$ cat config.mk
export PLATFORM = sky130hd
export DESIGN_NAME = clf_top
export DESIGN_NICKNAME = d
export VERILOG_FILES = /design/src/shared/clf_pkg.sv /design/src/shared/clf_if.sv /design/src/clf_top.sv /design/src/clf_filter.sv
export SDC_FILE = /design/constraint.sdc
export NUM_CORES = 1
export LEC_CHECK = 0
export BUFFER_PORTS_ARGS = -buffer_cell sky130_fd_sc_hd__buf_2
export CAP_MARGIN = 20
export CORE_MARGIN = 4
export CORE_UTILIZATION = 55
export DETAILED_ROUTE_END_ITERATION = 8
export PLACE_DENSITY = 0.81
export SLEW_MARGIN = 10
export SYNTH_ARGS = -nofsm -noshare
export SYNTH_HDL_FRONTEND = slang
export SYNTH_SLANG_ARGS = --single-unit
$ cat constraint.sdc
create_clock -name core_clk -period 7 [get_ports core_clk]
set_input_delay 0.35 -clock core_clk [delete_from_list [all_inputs] [get_ports core_clk]]
set_output_delay 0.35 -clock core_clk [all_outputs]
set_load 0.05 [all_outputs]
$ cat src/shared/clf_pkg.sv
package clf_pkg;

  // ==========================================================
  // register map (byte addresses)
  localparam logic [3:0] OFS_CONFIG = 4'h0;
  localparam logic [3:0] OFS_RETRY = 4'h4;
  localparam logic [3:0] OFS_STATUS = 4'h8;
  localparam logic [3:0] OFS_CONTROL = 4'hc;

  // ==========================================================
  // config fields
  localparam int THR_LSB = 19;
  localparam int ACT_LSB = 15;
  localparam int FILT_LSB = 12;
  localparam logic [31:0] CONFIG_RW_MASK = 32'h003ff800;
  localparam logic [31:0] CONFIG_RESET = 32'h00000000;

  // retry fields
  localparam int RINT_LSB = 0;
  localparam int RLIM_LSB = 4;
  localparam logic [31:0] RETRY_RW_MASK = 32'h000000ff;
  localparam logic [31:0] RETRY_RESET = 32'h00000000;

  // control and status fields
  localparam int CTRL_CLEAR_BIT = 0;
  localparam int ST_LATCH_BIT = 0;
  localparam int ST_WAIT_BIT = 1;
  localparam int ST_DIS_BIT = 2;
  localparam int ST_CNT_LSB = 4;
  localparam int ST_BRIDGE_LSB = 8;
  localparam int ST_THR_LSB = 16;

  // ==========================================================
  // timing
  localparam int CLK_PERIOD_NS = 40;
  localparam int FILTER_UNIT_NS = 1000;
  localparam logic [7:0] FILTER_UNIT_CYC =
    8'((FILTER_UNIT_NS + CLK_PERIOD_NS - 1) / CLK_PERIOD_NS);
  localparam int RETRY_UNIT_MS = 100;
  localparam int unsigned RETRY_UNIT_CYC = RETRY_UNIT_MS * (1000000 / CLK_PERIOD_NS);

  // ==========================================================
  // absent motor threshold, in units of 1/128 A
  localparam logic [7:0] THR_TABLE [8] = '{
    8'h04, 8'h06, 8'h08, 8'h0a, 8'h14, 8'h28, 8'h3c, 8'h50
  };

  // bridge output states
  typedef enum logic [2:0] {
    BR_DRIVE = 3'h0,
    BR_TRISTATE = 3'h1,
    BR_RECIRC = 3'h2,
    BR_HIGH_BRAKE = 3'h3,
    BR_LOW_BRAKE = 3'h4
  } clf_bridge_e;

  // reaction states
  typedef enum logic [2:0] {
    ST_IDLE = 3'b001,
    ST_RETRY = 3'b010,
    ST_LATCH = 3'b100
  } clf_state_e;

endpackage

$ cat src/shared/clf_if.sv
// ============================================================
// link between register core and lock event filter
interface clf_if;
  logic [2:0] filterCode;
  logic detectEnable;
  logic lockEvent;

  modport core (
    output filterCode,
    output detectEnable,
    input lockEvent
  );

  modport filt (
    input filterCode,
    input detectEnable,
    output lockEvent
  );
endinterface

$ cat src/clf_top.sv
// ============================================================
// current limit lock reaction with avalon-mm registers
//
// The register addresses and the Avalon-MM interface to the registers were left to the implementer.
module clf_top
  import clf_pkg::*;
#(
  parameter int unsigned RETRY_UNIT_CYCLES = RETRY_UNIT_CYC
) (
  // clock and reset
  input wire logic core_clk,
  input wire logic rst_b,
  // avalon-mm slave
  input wire logic [3:0] address,
  input wire logic [3:0] byteenable,
  input wire logic read,
  input wire logic write,
  input wire logic [31:0] writedata,
  output logic [31:0] readdata,
  output logic waitrequest,
  // current comparator pin
  input wire logic lockCompRaw,
  // fault and bridge
  output logic faultIndicatorPin_b,
  output clf_bridge_e bridgeState,
  output logic detectDisabled,
  output logic [7:0] absentMotorThreshold
);

  // ==========================================================
  // declarations
  clf_if lnk ();
  clf_state_e state;
  logic [31:0] configReg;
  logic [31:0] retryReg;
  logic [31:0] beMask;
  logic [31:0] statusWord;
  logic [3:0] currentLimitLockAction;
  logic [2:0] currentLimitLockFilterTime;
  logic [2:0] absentMotorCurrentThreshold;
  logic [3:0] lockRetryInterval;
  logic [3:0] retryCountLimit;
  logic [3:0] retryCount;
  logic [1:0] reactCode;
  logic [31:0] retryTimer;
  logic [31:0] retryLoad;
  logic acceptWr;
  logic clearReq;
  logic detectOn;
  logic lockHit;
  logic goLatch;
  clf_bridge_e next_bridgeState;

  // ==========================================================
  // event filter
  clf_filter i_clf_filter (
    .core_clk(core_clk),
    .rst_b(rst_b),
    .lockCompRaw(lockCompRaw),
    .lnk(lnk)
  );

  assign lnk.filterCode = currentLimitLockFilterTime;
  assign lnk.detectEnable = detectOn;

  // ==========================================================
  // field views
  assign currentLimitLockAction = configReg[ACT_LSB +: 4];
  assign currentLimitLockFilterTime = configReg[FILT_LSB +: 3];
  assign absentMotorCurrentThreshold = configReg[THR_LSB +: 3];
  assign lockRetryInterval = retryReg[RINT_LSB +: 4];
  assign retryCountLimit = retryReg[RLIM_LSB +: 4];

  // codes 8h and up switch detection off
  assign detectOn = !currentLimitLockAction[3];
  // second gate here so a pulse in flight when disabled is dropped
  assign lockHit = lnk.lockEvent && detectOn;

  // latched codes, or retries used up
  assign goLatch = !currentLimitLockAction[2] || (retryCount >= retryCountLimit);

  // retry accounting:
  // - the budget counts finished retry waits, not events
  // - a limit of 0h means the first event in a retry code latches at once
  // - the count only starts again on a software clear of a latched fault,
  //   so a motor that locks now and then slowly uses up its budget; this
  //   was traded for not needing a second timer to age the count out
  // - editing the action field during a wait does not shorten that wait
  // retry interval is (code + 1) units
  assign retryLoad = 32'((32'(lockRetryInterval) + 32'h1) * RETRY_UNIT_CYCLES);

  // ==========================================================
  // register map, word aligned byte addresses
  // 0h config, read-write
  //   [21:19] absent motor threshold code
  //   [18:15] action code: 0h-3h latch, 4h-7h retry, 8h-fh detection off
  //   [14:12] lock filter time code, 0h none, else one unit per step
  //   [11]    spare, read-write, no effect
  // 4h retry setup, read-write
  //   [3:0]   retry interval code, wait is (code + 1) units
  //   [7:4]   retry count limit
  // 8h status, read-only, writes ignored
  //   [0]     fault latched
  //   [1]     retry wait running
  //   [2]     detection off
  //   [7:4]   retries used so far
  //   [10:8]  bridge state
  //   [23:16] decoded threshold in 1/128 A
  // ch control, write-only, reads zero
  //   [0]     write 1 to clear a latched fault
  // unmapped addresses read zero and ignore writes

  // ==========================================================
  // bus handshake
  // one wait cycle: request seen with waitrequest high, answer next edge
  always_ff @(posedge core_clk or negedge rst_b) begin
    if (!rst_b) begin
      waitrequest <= 1'b1;
    end else if ((read || write) && waitrequest) begin
      waitrequest <= 1'b0;
    end else begin
      waitrequest <= 1'b1;
    end
  end

  // a write lands only at the edge where waitrequest is seen low
  assign acceptWr = write && !waitrequest;
  assign beMask = {{8{byteenable[3]}}, {8{byteenable[2]}},
                   {8{byteenable[1]}}, {8{byteenable[0]}}};
  assign clearReq = acceptWr && (address == OFS_CONTROL) &&
                    byteenable[0] && writedata[CTRL_CLEAR_BIT];

  // ==========================================================
  // configuration registers
  always_ff @(posedge core_clk or negedge rst_b) begin
    if (!rst_b) begin
      configReg <= CONFIG_RESET;
    end else if (acceptWr && (address == OFS_CONFIG)) begin
      configReg <= (configReg & ~(beMask & CONFIG_RW_MASK)) |
                   (writedata & beMask & CONFIG_RW_MASK);
    end
  end

  always_ff @(posedge core_clk or negedge rst_b) begin
    if (!rst_b) begin
      retryReg <= RETRY_RESET;
    end else if (acceptWr && (address == OFS_RETRY)) begin
      retryReg <= (retryReg & ~(beMask & RETRY_RW_MASK)) |
                  (writedata & beMask & RETRY_RW_MASK);
    end
  end

  // ==========================================================
  // status word and read data
  always_comb begin
    statusWord = 32'h0;
    statusWord[ST_LATCH_BIT] = (state == ST_LATCH);
    statusWord[ST_WAIT_BIT] = (state == ST_RETRY);
    statusWord[ST_DIS_BIT] = !detectOn;
    statusWord[ST_CNT_LSB +: 4] = retryCount;
    statusWord[ST_BRIDGE_LSB +: 3] = bridgeState;
    statusWord[ST_THR_LSB +: 8] = absentMotorThreshold;
  end

  // data captured when the answer is raised, held through the accept edge
  always_ff @(posedge core_clk or negedge rst_b) begin
    if (!rst_b) begin
      readdata <= 32'h0;
    end else if (read && waitrequest) begin
      case (address)
        OFS_CONFIG: readdata <= configReg;
        OFS_RETRY: readdata <= retryReg;
        OFS_STATUS: readdata <= statusWord;
        default: readdata <= 32'h0; // control and unmapped read zero
      endcase
    end
  end

  // ==========================================================
  // reaction state machine
  // events while waiting out a retry are ignored: bridge is already off
  always_ff @(posedge core_clk or negedge rst_b) begin
    if (!rst_b) begin
      state <= ST_IDLE;
    end else begin
      case (state)
        ST_IDLE: begin
          if (lockHit) begin
            state <= goLatch ? ST_LATCH : ST_RETRY;
          end
        end
        ST_RETRY: begin
          if (retryTimer == 32'h0) begin
            state <= ST_IDLE;
          end
        end
        ST_LATCH: begin
          // a new event in the clear cycle keeps the fault: set wins
          if (clearReq && !lockHit) begin
            state <= ST_IDLE;
          end
        end
        default: begin
          state <= ST_IDLE;
        end
      endcase
    end
  end

  // reaction captured at the event so later code edits cannot move it
  always_ff @(posedge core_clk or negedge rst_b) begin
    if (!rst_b) begin
      reactCode <= 2'h0;
    end else if (lockHit && (state != ST_RETRY)) begin
      reactCode <= currentLimitLockAction[1:0];
    end
  end

  // retry wait timer
  always_ff @(posedge core_clk or negedge rst_b) begin
    if (!rst_b) begin
      retryTimer <= 32'h0;
    end else if ((state == ST_IDLE) && lockHit) begin
      retryTimer <= retryLoad;
    end else if ((state == ST_RETRY) && (retryTimer != 32'h0)) begin
      retryTimer <= retryTimer - 32'h1;
    end
  end

  // retries so far; only a software clear starts the budget again
  always_ff @(posedge core_clk or negedge rst_b) begin
    if (!rst_b) begin
      retryCount <= 4'h0;
    end else if ((state == ST_RETRY) && (retryTimer == 32'h0)) begin
      retryCount <= retryCount + 4'h1;
    end else if ((state == ST_LATCH) && clearReq && !lockHit) begin
      retryCount <= 4'h0;
    end
  end

  // ==========================================================
  // registered outputs
  always_ff @(posedge core_clk or negedge rst_b) begin
    if (!rst_b) begin
      faultIndicatorPin_b <= 1'b1;
    end else begin
      faultIndicatorPin_b <= (state != ST_LATCH);
    end
  end

  // bridge follows the captured code while a fault or retry stands
  always_comb begin
    next_bridgeState = BR_DRIVE;
    if (state != ST_IDLE) begin
      case (reactCode)
        2'h0: begin
          next_bridgeState = BR_TRISTATE;
        end
        2'h1: begin
          next_bridgeState = BR_RECIRC;
        end
        2'h2: begin
          next_bridgeState = BR_HIGH_BRAKE;
        end
        default: begin
          next_bridgeState = BR_LOW_BRAKE;
        end
      endcase
    end
  end

  // registered so the gate drive never sees a decode glitch
  always_ff @(posedge core_clk or negedge rst_b) begin
    if (!rst_b) begin
      bridgeState <= BR_DRIVE;
    end else begin
      bridgeState <= next_bridgeState;
    end
  end

  always_ff @(posedge core_clk or negedge rst_b) begin
    if (!rst_b) begin
      detectDisabled <= 1'b0;
    end else begin
      detectDisabled <= !detectOn;
    end
  end

  // code 7h gives 0.625 A
  always_ff @(posedge core_clk or negedge rst_b) begin
    if (!rst_b) begin
      absentMotorThreshold <= 8'h04;
    end else begin
      absentMotorThreshold <= THR_TABLE[absentMotorCurrentThreshold];
    end
  end

endmodule // clf_top

$ cat src/clf_filter.sv
// ============================================================
// comparator sync, deglitch and edge pulse
module clf_filter
  import clf_pkg::*;
(
  // clock and reset
  input wire logic core_clk,
  input wire logic rst_b,
  // raw comparator pin
  input wire logic lockCompRaw,
  // core side
  clf_if.filt lnk
);

  logic syncA;
  logic syncB;
  logic syncC;
  logic stableLevel;
  logic filtered;
  logic filteredDly;
  logic [7:0] holdCnt;
  logic [7:0] filterLen;

  // three stages; only syncB reads syncA
  always_ff @(posedge core_clk or negedge rst_b) begin
    if (!rst_b) begin
      syncA <= 1'b0;
      syncB <= 1'b0;
      syncC <= 1'b0;
    end else begin
      syncA <= lockCompRaw;
      syncB <= syncA;
      syncC <= syncB;
    end
  end

  // a change counts once the last two stages agree
  always_ff @(posedge core_clk or negedge rst_b) begin
    if (!rst_b) begin
      stableLevel <= 1'b0;
    end else if (syncB == syncC) begin
      stableLevel <= syncC;
    end
  end

  assign filterLen = 8'(lnk.filterCode * FILTER_UNIT_CYC);

  // level must stay high for the whole filter time
  always_ff @(posedge core_clk or negedge rst_b) begin
    if (!rst_b) begin
      holdCnt <= 8'h00;
      filtered <= 1'b0;
    end else if (!stableLevel) begin
      holdCnt <= 8'h00;
      filtered <= 1'b0;
    end else if (holdCnt >= filterLen) begin
      filtered <= 1'b1;
    end else begin
      holdCnt <= holdCnt + 8'h01;
    end
  end

  // one pulse per lock event, none while disabled
  always_ff @(posedge core_clk or negedge rst_b) begin
    if (!rst_b) begin
      filteredDly <= 1'b0;
      lnk.lockEvent <= 1'b0;
    end else begin
      filteredDly <= filtered;
      lnk.lockEvent <= filtered && !filteredDly && lnk.detectEnable;
    end
  end

endmodule // clf_filter

==> flow_summary.toml, run 1 <==
[run_status]
outcome = "finished, final reports clean"

[timing]
final.setup.tns_ns = 0
fin_crit_ns = 5.08
hold_viol = 0
worst_pin_slew_ns = 0.749
finalMaxSlewViolations = 0
max_freq_ghz = 0.197
rsz0062_at_grt = "no"
min_period_over_period = 0.726
fin_skew_ns = 0.00838
maxSlewHeadroom = 0.499
layout_setup_ws_ns = 1.92
finalSetupViolations = 0

[detailed_routing]
viasPerCell = 5.74
top_layer = "met4"
drc = 0
wl_met3_um = 581
ant_nets = 0
routed_wl_mm = 14.3
wl_per_cell_um = 16.1
wl_met1_mm = 6.20
drt_first_pass_iters = 5
wl_met2_mm = 7.25
vias = 5084
drt-initial-drc-count = 449

[cells_and_area]
antennaDiodeCount = 0
drive_gt1_frac = 0.167
syn_to_final_growth_pct = 11.8
multi_input_area_mm2 = 0.00355
nets = 851
seqCellArea_mm2 = 0.00276
n_fill_cell = 890

[yosys]
yosysTopAreaCell = "dfrtp_1"
synth_top_family_by_area = "simple AND/OR/NAND/NOR gates"
synth_compound_area_frac = 0.125
synth-seq-cells = 110
synthFlopType = "dfrtp_1"
muxShareOfSynthArea = 0.0332
yosys.area_share.simple = 0.171
synth_edf_count = 0
yosys.cell_types.count = 64
avgSynthCellArea_um2 = 9.75
netlist_instances = 673
synth_top_area_share = 0.404
ys_seq_area_frac = 0.420
synth_area_leaders = "dfrtp_1 40%, ha_1 13%, xnor2_1 5.1%"
synth_xor_area_frac = 0.0654
synthesis.area_mm2 = 0.00656
synthArstFlopShare = 1.00
ys_warn_count = 0
synthAdderAreaFrac = 0.138

[clock_network]
ctsHtreeMaxLevel = 3
postCtsSetupRepairBufs = 0
holdBufCountCts = 0
numCtsBuffers = 9
cts_root_buf = "clkbuf_16"
cts_tree = "done"
clkTransAtPathRegs_ns = 0.07
clk-insertion-delay-late_ns = 0.35
cts_buffer_depth = 2
clock-sinks = 110
cts_resized = 0

[floorplan]
die_w_um = 117
dieHeight_um = 117
rows = 39
core_area_mm2 = 0.0116
initial_utilization = 0.568
pin_count = 91
dieArea_mm2 = 0.0137

[power_and_ir_drop]
ir_worst_vdd_mv = 0.275
p_leak_nw = 3.55
powerDensity_mw_per_mm2 = 320

[worst_setup_path]
endpoint_kind = "flip-flop"
required_ns = 7.26
crit_type = "reg -> reg"
worstPathArrival_ns = 5.33
r2r_setup_slack_ns = 1.92
cp_max_fo = 9
rr_endpoint = "retryTimer[25]$_DFFE_PN0P_"
start_kind = "flip-flop"
r2r_cells = 15

[global_routing]
track_usage = 0.212
grt_max_degree = 59
grt_pass1_vias = 4985
antenna_found_initial = 0
grt_pass1_wl_mm = 23.5
grt_overflow = 0

[placement]
place_congestion = 0.834
hpwl_mm = 10.6
dpl_worst_slack_ns = 2.00
port_buffers = 65

[min_path]
hold_class = "in -> async"

[flow_run]
drv_cap = 0
-- report_power, final --
group	internal [mW]	switching [mW]	total (mW)
logic	0.389	0.564	0.954
registers	0.754	0.118	0.872
clock network	0.292	0.234	0.526
total	1.43	0.917	2.35
-- metrics by stage --
step	utilization	power (mW)	hold slack, ns	instances	area, µm²
after floorplan	-	1.60	0.0544	683	6600
after global placement	0.604	1.78	0.340	866	6990
after detailed placement	0.605	1.82	0.348	867	6990
after CTS	0.631	2.36	0.0505	883	7300
after global routing	0.635	2.53	0.0796	885	7340
final	0.635	2.35	0.0351	885	7340
-- worst max-delay path by stage --
stage | from | to | slack, ns | cells past startpoint
CTS | flip-flop | retryTimer[25]$_DFFE_PN0P_ | 1.95 | 15
floorplan | flip-flop | retryTimer[25]$_DFFE_PN0P_ | 2.55 | 16
global placement | flip-flop | retryTimer[25]$_DFFE_PN0P_ | 2.09 | 15
finish | flip-flop | retryTimer[25]$_DFFE_PN0P_ | 1.92 | 15
global route | flip-flop | retryTimer[25]$_DFFE_PN0P_ | 1.63 | 15
detailed placement | flip-flop | retryTimer[25]$_DFFE_PN0P_ | 2.00 | 15
-- routing by layer --
layer | GRT usage | up-vias
met5 | 0 | -
met4 | 0.0489 | 0
met3 | 0.0401 | 26
met2 | 0.361 | 133
met1 | 0.281 | 2480
li1 | - | 2445
-- cell type report --
cell class | instances | area share
Timing Repair Buffer | 72 | 0.0542
Inverter | 39 | 0.0199
Clock inverter | 5 | 0.00870
Tap cell | 143 | 0.0244
Clock buffer | 11 | 0.0331
Sequential cell | 110 | 0.376
Multi-Input combinational cell | 505 | 0.484
-- worst max-delay path: stages (launching register included) --
cell and delay [ns]:
dfrtp_1 0.66, ha_1 0.28, xor2_1 0.57, ha_1 0.39
ha_1 0.29, inv_1 0.06, fa_1 0.50, inv_1 0.04
ha_1 0.34, o211a_1 0.22, a21oi_1 0.26, o21ai_0 0.16
maj3_1 0.43, a41o_1 0.32, a31o_2 0.26, a211oi_1 0.21
-- cell usage after synthesis, drive strengths merged, types with 4 or more instances --
cell,count
a21o,7
a21oi,21
a22oi,14
and2,10
buf,15
clkbuf,14
dfrtp,106
dfstp,4
ha,66
inv,39
mux2,14
mux2i,6
nand2,84
nand2b,6
nand3,15
nand4,6
nor2,38
nor2b,8
nor3,14
nor4,12
o21ai,68
or3,8
or4,5
xnor2,38
xor2,11
-- placed cells by master (no fill, tap or decap), types with 3 or more instances in the layout --
cell type  instances
a22oi_1           14
nand3_1           14
conb_1            11
a21o_1             7
or4_4              3
and2_1            10
nand4_1            6
mux2_2            14
nor3_1            14
fa_1               3
nand2_1           83
xnor2_1           38
or3_1              8
o21ai_0           66
nor2_1            37
clkbuf_16          9
mux2i_1            6
buf_2             65
a21oi_1           21
inv_6              3
nor4_1             8
dfrtp_1          106
nor3b_1            3
ha_1              66
buf_4              6
dfstp_2            4
xor2_1            11
nor2b_1            8
inv_1             39
nand2b_1           6
-- cell families after synthesis --
kind of cell | after synthesis
xor+xnor | 49
flops | 110
other cells | 1
simple gates | 221
mux | 20
buf+inv | 68
fa+ha+maj | 71
compound gates | 133
Power figures use the tool's default switching activity.
==> run 2: changes to the inputs <==
==> constraint.sdc (replaced) <==
create_clock -name core_clk -period 5.3 [get_ports core_clk]
set_input_delay 0.265 -clock core_clk [delete_from_list [all_inputs] [get_ports core_clk]]
set_output_delay 0.265 -clock core_clk [all_outputs]
set_load 0.05 [all_outputs]
==> run 2 against run 1 <==
  * Clock power up 35%
  * Critical endpoint unchanged
  * Largest power group unchanged
  * Register-to-register slack worse by 1.3 ns
  * Flip-flop and latch count unchanged
  * Sequential power rose by 33%
  * Critical path depth fell by 1
  * Final cell count is 0.34% higher
  * Maximum frequency is 9.2% higher
  * Combinational power rose by 34%
  * Power is 34% higher
  * First-iteration DRC count fell by 23%
  * Worst hold slack lost 0.0098 ns
==> flow_summary.toml, run 2 (synthesis gave the netlist of run 1 again) <==
[detailed_routing]
drt-initial-drc-count = 345
vias = 5112
viasPerCell = 5.76
routed_wl_mm = 14.4
drc = 0
wl_per_cell_um = 16.2
drt_first_pass_iters = 5
ant_nets = 0

[worst_setup_path]
start_kind = "flip-flop"
required_ns = 5.56
worstPathArrival_ns = 4.91
cp_slowest_cell = "dfrtp_1"
cp_max_fo = 9
crit_chain = "inv_1 -> ha_1 -> inv_1 -> fa_1 -> inv_1 -> ha_1 -> ha_1 -> o211a_1 -> a21oi_1 -> o21ai_0 -> maj3_1 -> a41o_1 -> a31o_2 -> a211oi_1"
slowest_delay_ns = 0.63
endpoint_kind = "flip-flop"
crit_type = "reg -> reg"

[clock_network]
cts_buffer_depth = 2
clkTransAtPathRegs_ns = 0.07
clock-sinks = 110
postCtsSetupRepairBufs = 0
cts_root_buf = "clkbuf_16"
cts_resized = 0
holdBufCountCts = 0
cts_tree = "done"
ctsHtreeMaxLevel = 3
clk-insertion-delay-late_ns = 0.35
numCtsBuffers = 9

[timing]
finalMaxSlewViolations = 0
rsz0062_at_grt = "no"
fin_crit_ns = 4.65
min_period_over_period = 0.877
maxSlewHeadroom = 0.388
hold_viol = 0
max_freq_ghz = 0.215
final.setup.tns_ns = 0
fin_skew_ns = 0.00852
worst_pin_slew_ns = 0.918
finalSetupViolations = 0

[cells_and_area]
final_cell_mix = "106 x dfrtp_1, 83 x nand2_1, 66 x o21ai_0, 66 x ha_1, 65 x buf_2"
layout_commonest_cell = "dfrtp_1"
nets = 854
syn_to_final_growth_pct = 12.1
antennaDiodeCount = 0
drive_gt1_frac = 0.170

[floorplan]
pin_count = 91
die_w_um = 117
initial_utilization = 0.568
dieHeight_um = 117
dieArea_mm2 = 0.0137
rows = 39
core_area_mm2 = 0.0116

[power_and_ir_drop]
ir_worst_vdd_mv = 0.268
p_seq_frac = 0.367
switching_share = 0.394
p_leak_nw = 3.56
power.total_mw = 3.15
p_clk_frac = 0.225
powerDensity_mw_per_mm2 = 428
power.switching_mw = 1.24
p_int_mw = 1.91
pwr-share-comb = 0.408

[global_routing]
track_usage = 0.213
antenna_found_initial = 0
grt_pass1_vias = 5020
grt_pass1_wl_mm = 23.6
grt_overflow = 0
grt_max_degree = 74

[placement]
place_congestion = 0.903
hpwl_mm = 10.7
port_buffers = 65

[flow_run]
drv_cap = 0

[min_path]
hold_class = "in -> reg"

[run_status]
outcome = "finished, final reports clean"
## run 2: changes by cell type in the layout (fill, tap and decap cells not counted), sizes merged
cell / change
buf: +3
clkinvlp: +1
clkbuf: -1
## run 2: worst paths after layout
path,slack (ns),depth (start not counted),endpoint,startpoint
max,0.65,14,retryTimer[25]$_DFFE_PN0P_,flip-flop
min,0.03,1,i_clf_filter.syncA$_DFF_PN0_,lockCompRaw
min reg2reg,0.36,0,i_clf_filter.syncB$_DFF_PN0_,i_clf_filter.syncA$_DFF_PN0_
max in group asynchronous,4.20,2,state[0]$_DFFE_PN1P_,rst_b
max reg2reg,0.65,14,retryTimer[25]$_DFFE_PN0P_,flip-flop
min in group asynchronous,0.05,1,i_clf_filter.syncB$_DFF_PN0_,rst_b
## run 2: stage by stage
step	area [µm²]	util	hold slack [ns]	setup WS [ns]	instances
after floorplan	6600	-	-0.0306	0.847	683
after global placement	7010	0.606	0.340	0.747	869
after detailed placement	7010	0.606	0.339	0.644	869
after CTS	7320	0.633	0.0208	0.618	885
after global routing	7360	0.636	0.0137	0.423	888
final	7360	0.636	0.0253	0.651	888
## run 2: worst max-delay path: cells and delay by family, from the launching register on
kind	cells	cell delay [ns]
AO/OA/AOI/OAI	6	1.33
flip-flops	1	0.63
adder cells (fa/ha/maj)	5	2.17
buffers and inverters	3	0.44
## run 2: per-layer routing
metal	track usage	share of wire	routed length, µm
met1	0.282	0.45	6420
met2	0.368	0.51	7360
met3	0.0314	0.029	422
met4	0.0535	0.014	197
met5	0	0	0
## run 2: power by group through the flow
| stage | Clock, mW | Combinational, mW | Sequential, mW |
|---|---|---|---|
| 6_report | 0.709 | 1.28 | 1.16 |
| 4_1_cts | 0.717 | 1.29 | 1.15 |
| 5_1_grt | 0.750 | 1.46 | 1.17 |
| 3_5_place_dp | 0 | 1.27 | 1.17 |
| 3_3_place_gp | 0 | 1.21 | 1.15 |
| 2_1_floorplan | 0 | 0.928 | 1.18 |
## run 2: layout make-up
type / instances / area (µm²)
fillers: 925 / 4210
multi-input cells: 505 / 3550
flip-flops and latches: 110 / 2760
repair buffers: 75 / 412
clock buffers: 10 / 239
well taps: 143 / 179
inverters: 39 / 146
clock inverters: 6 / 76.3
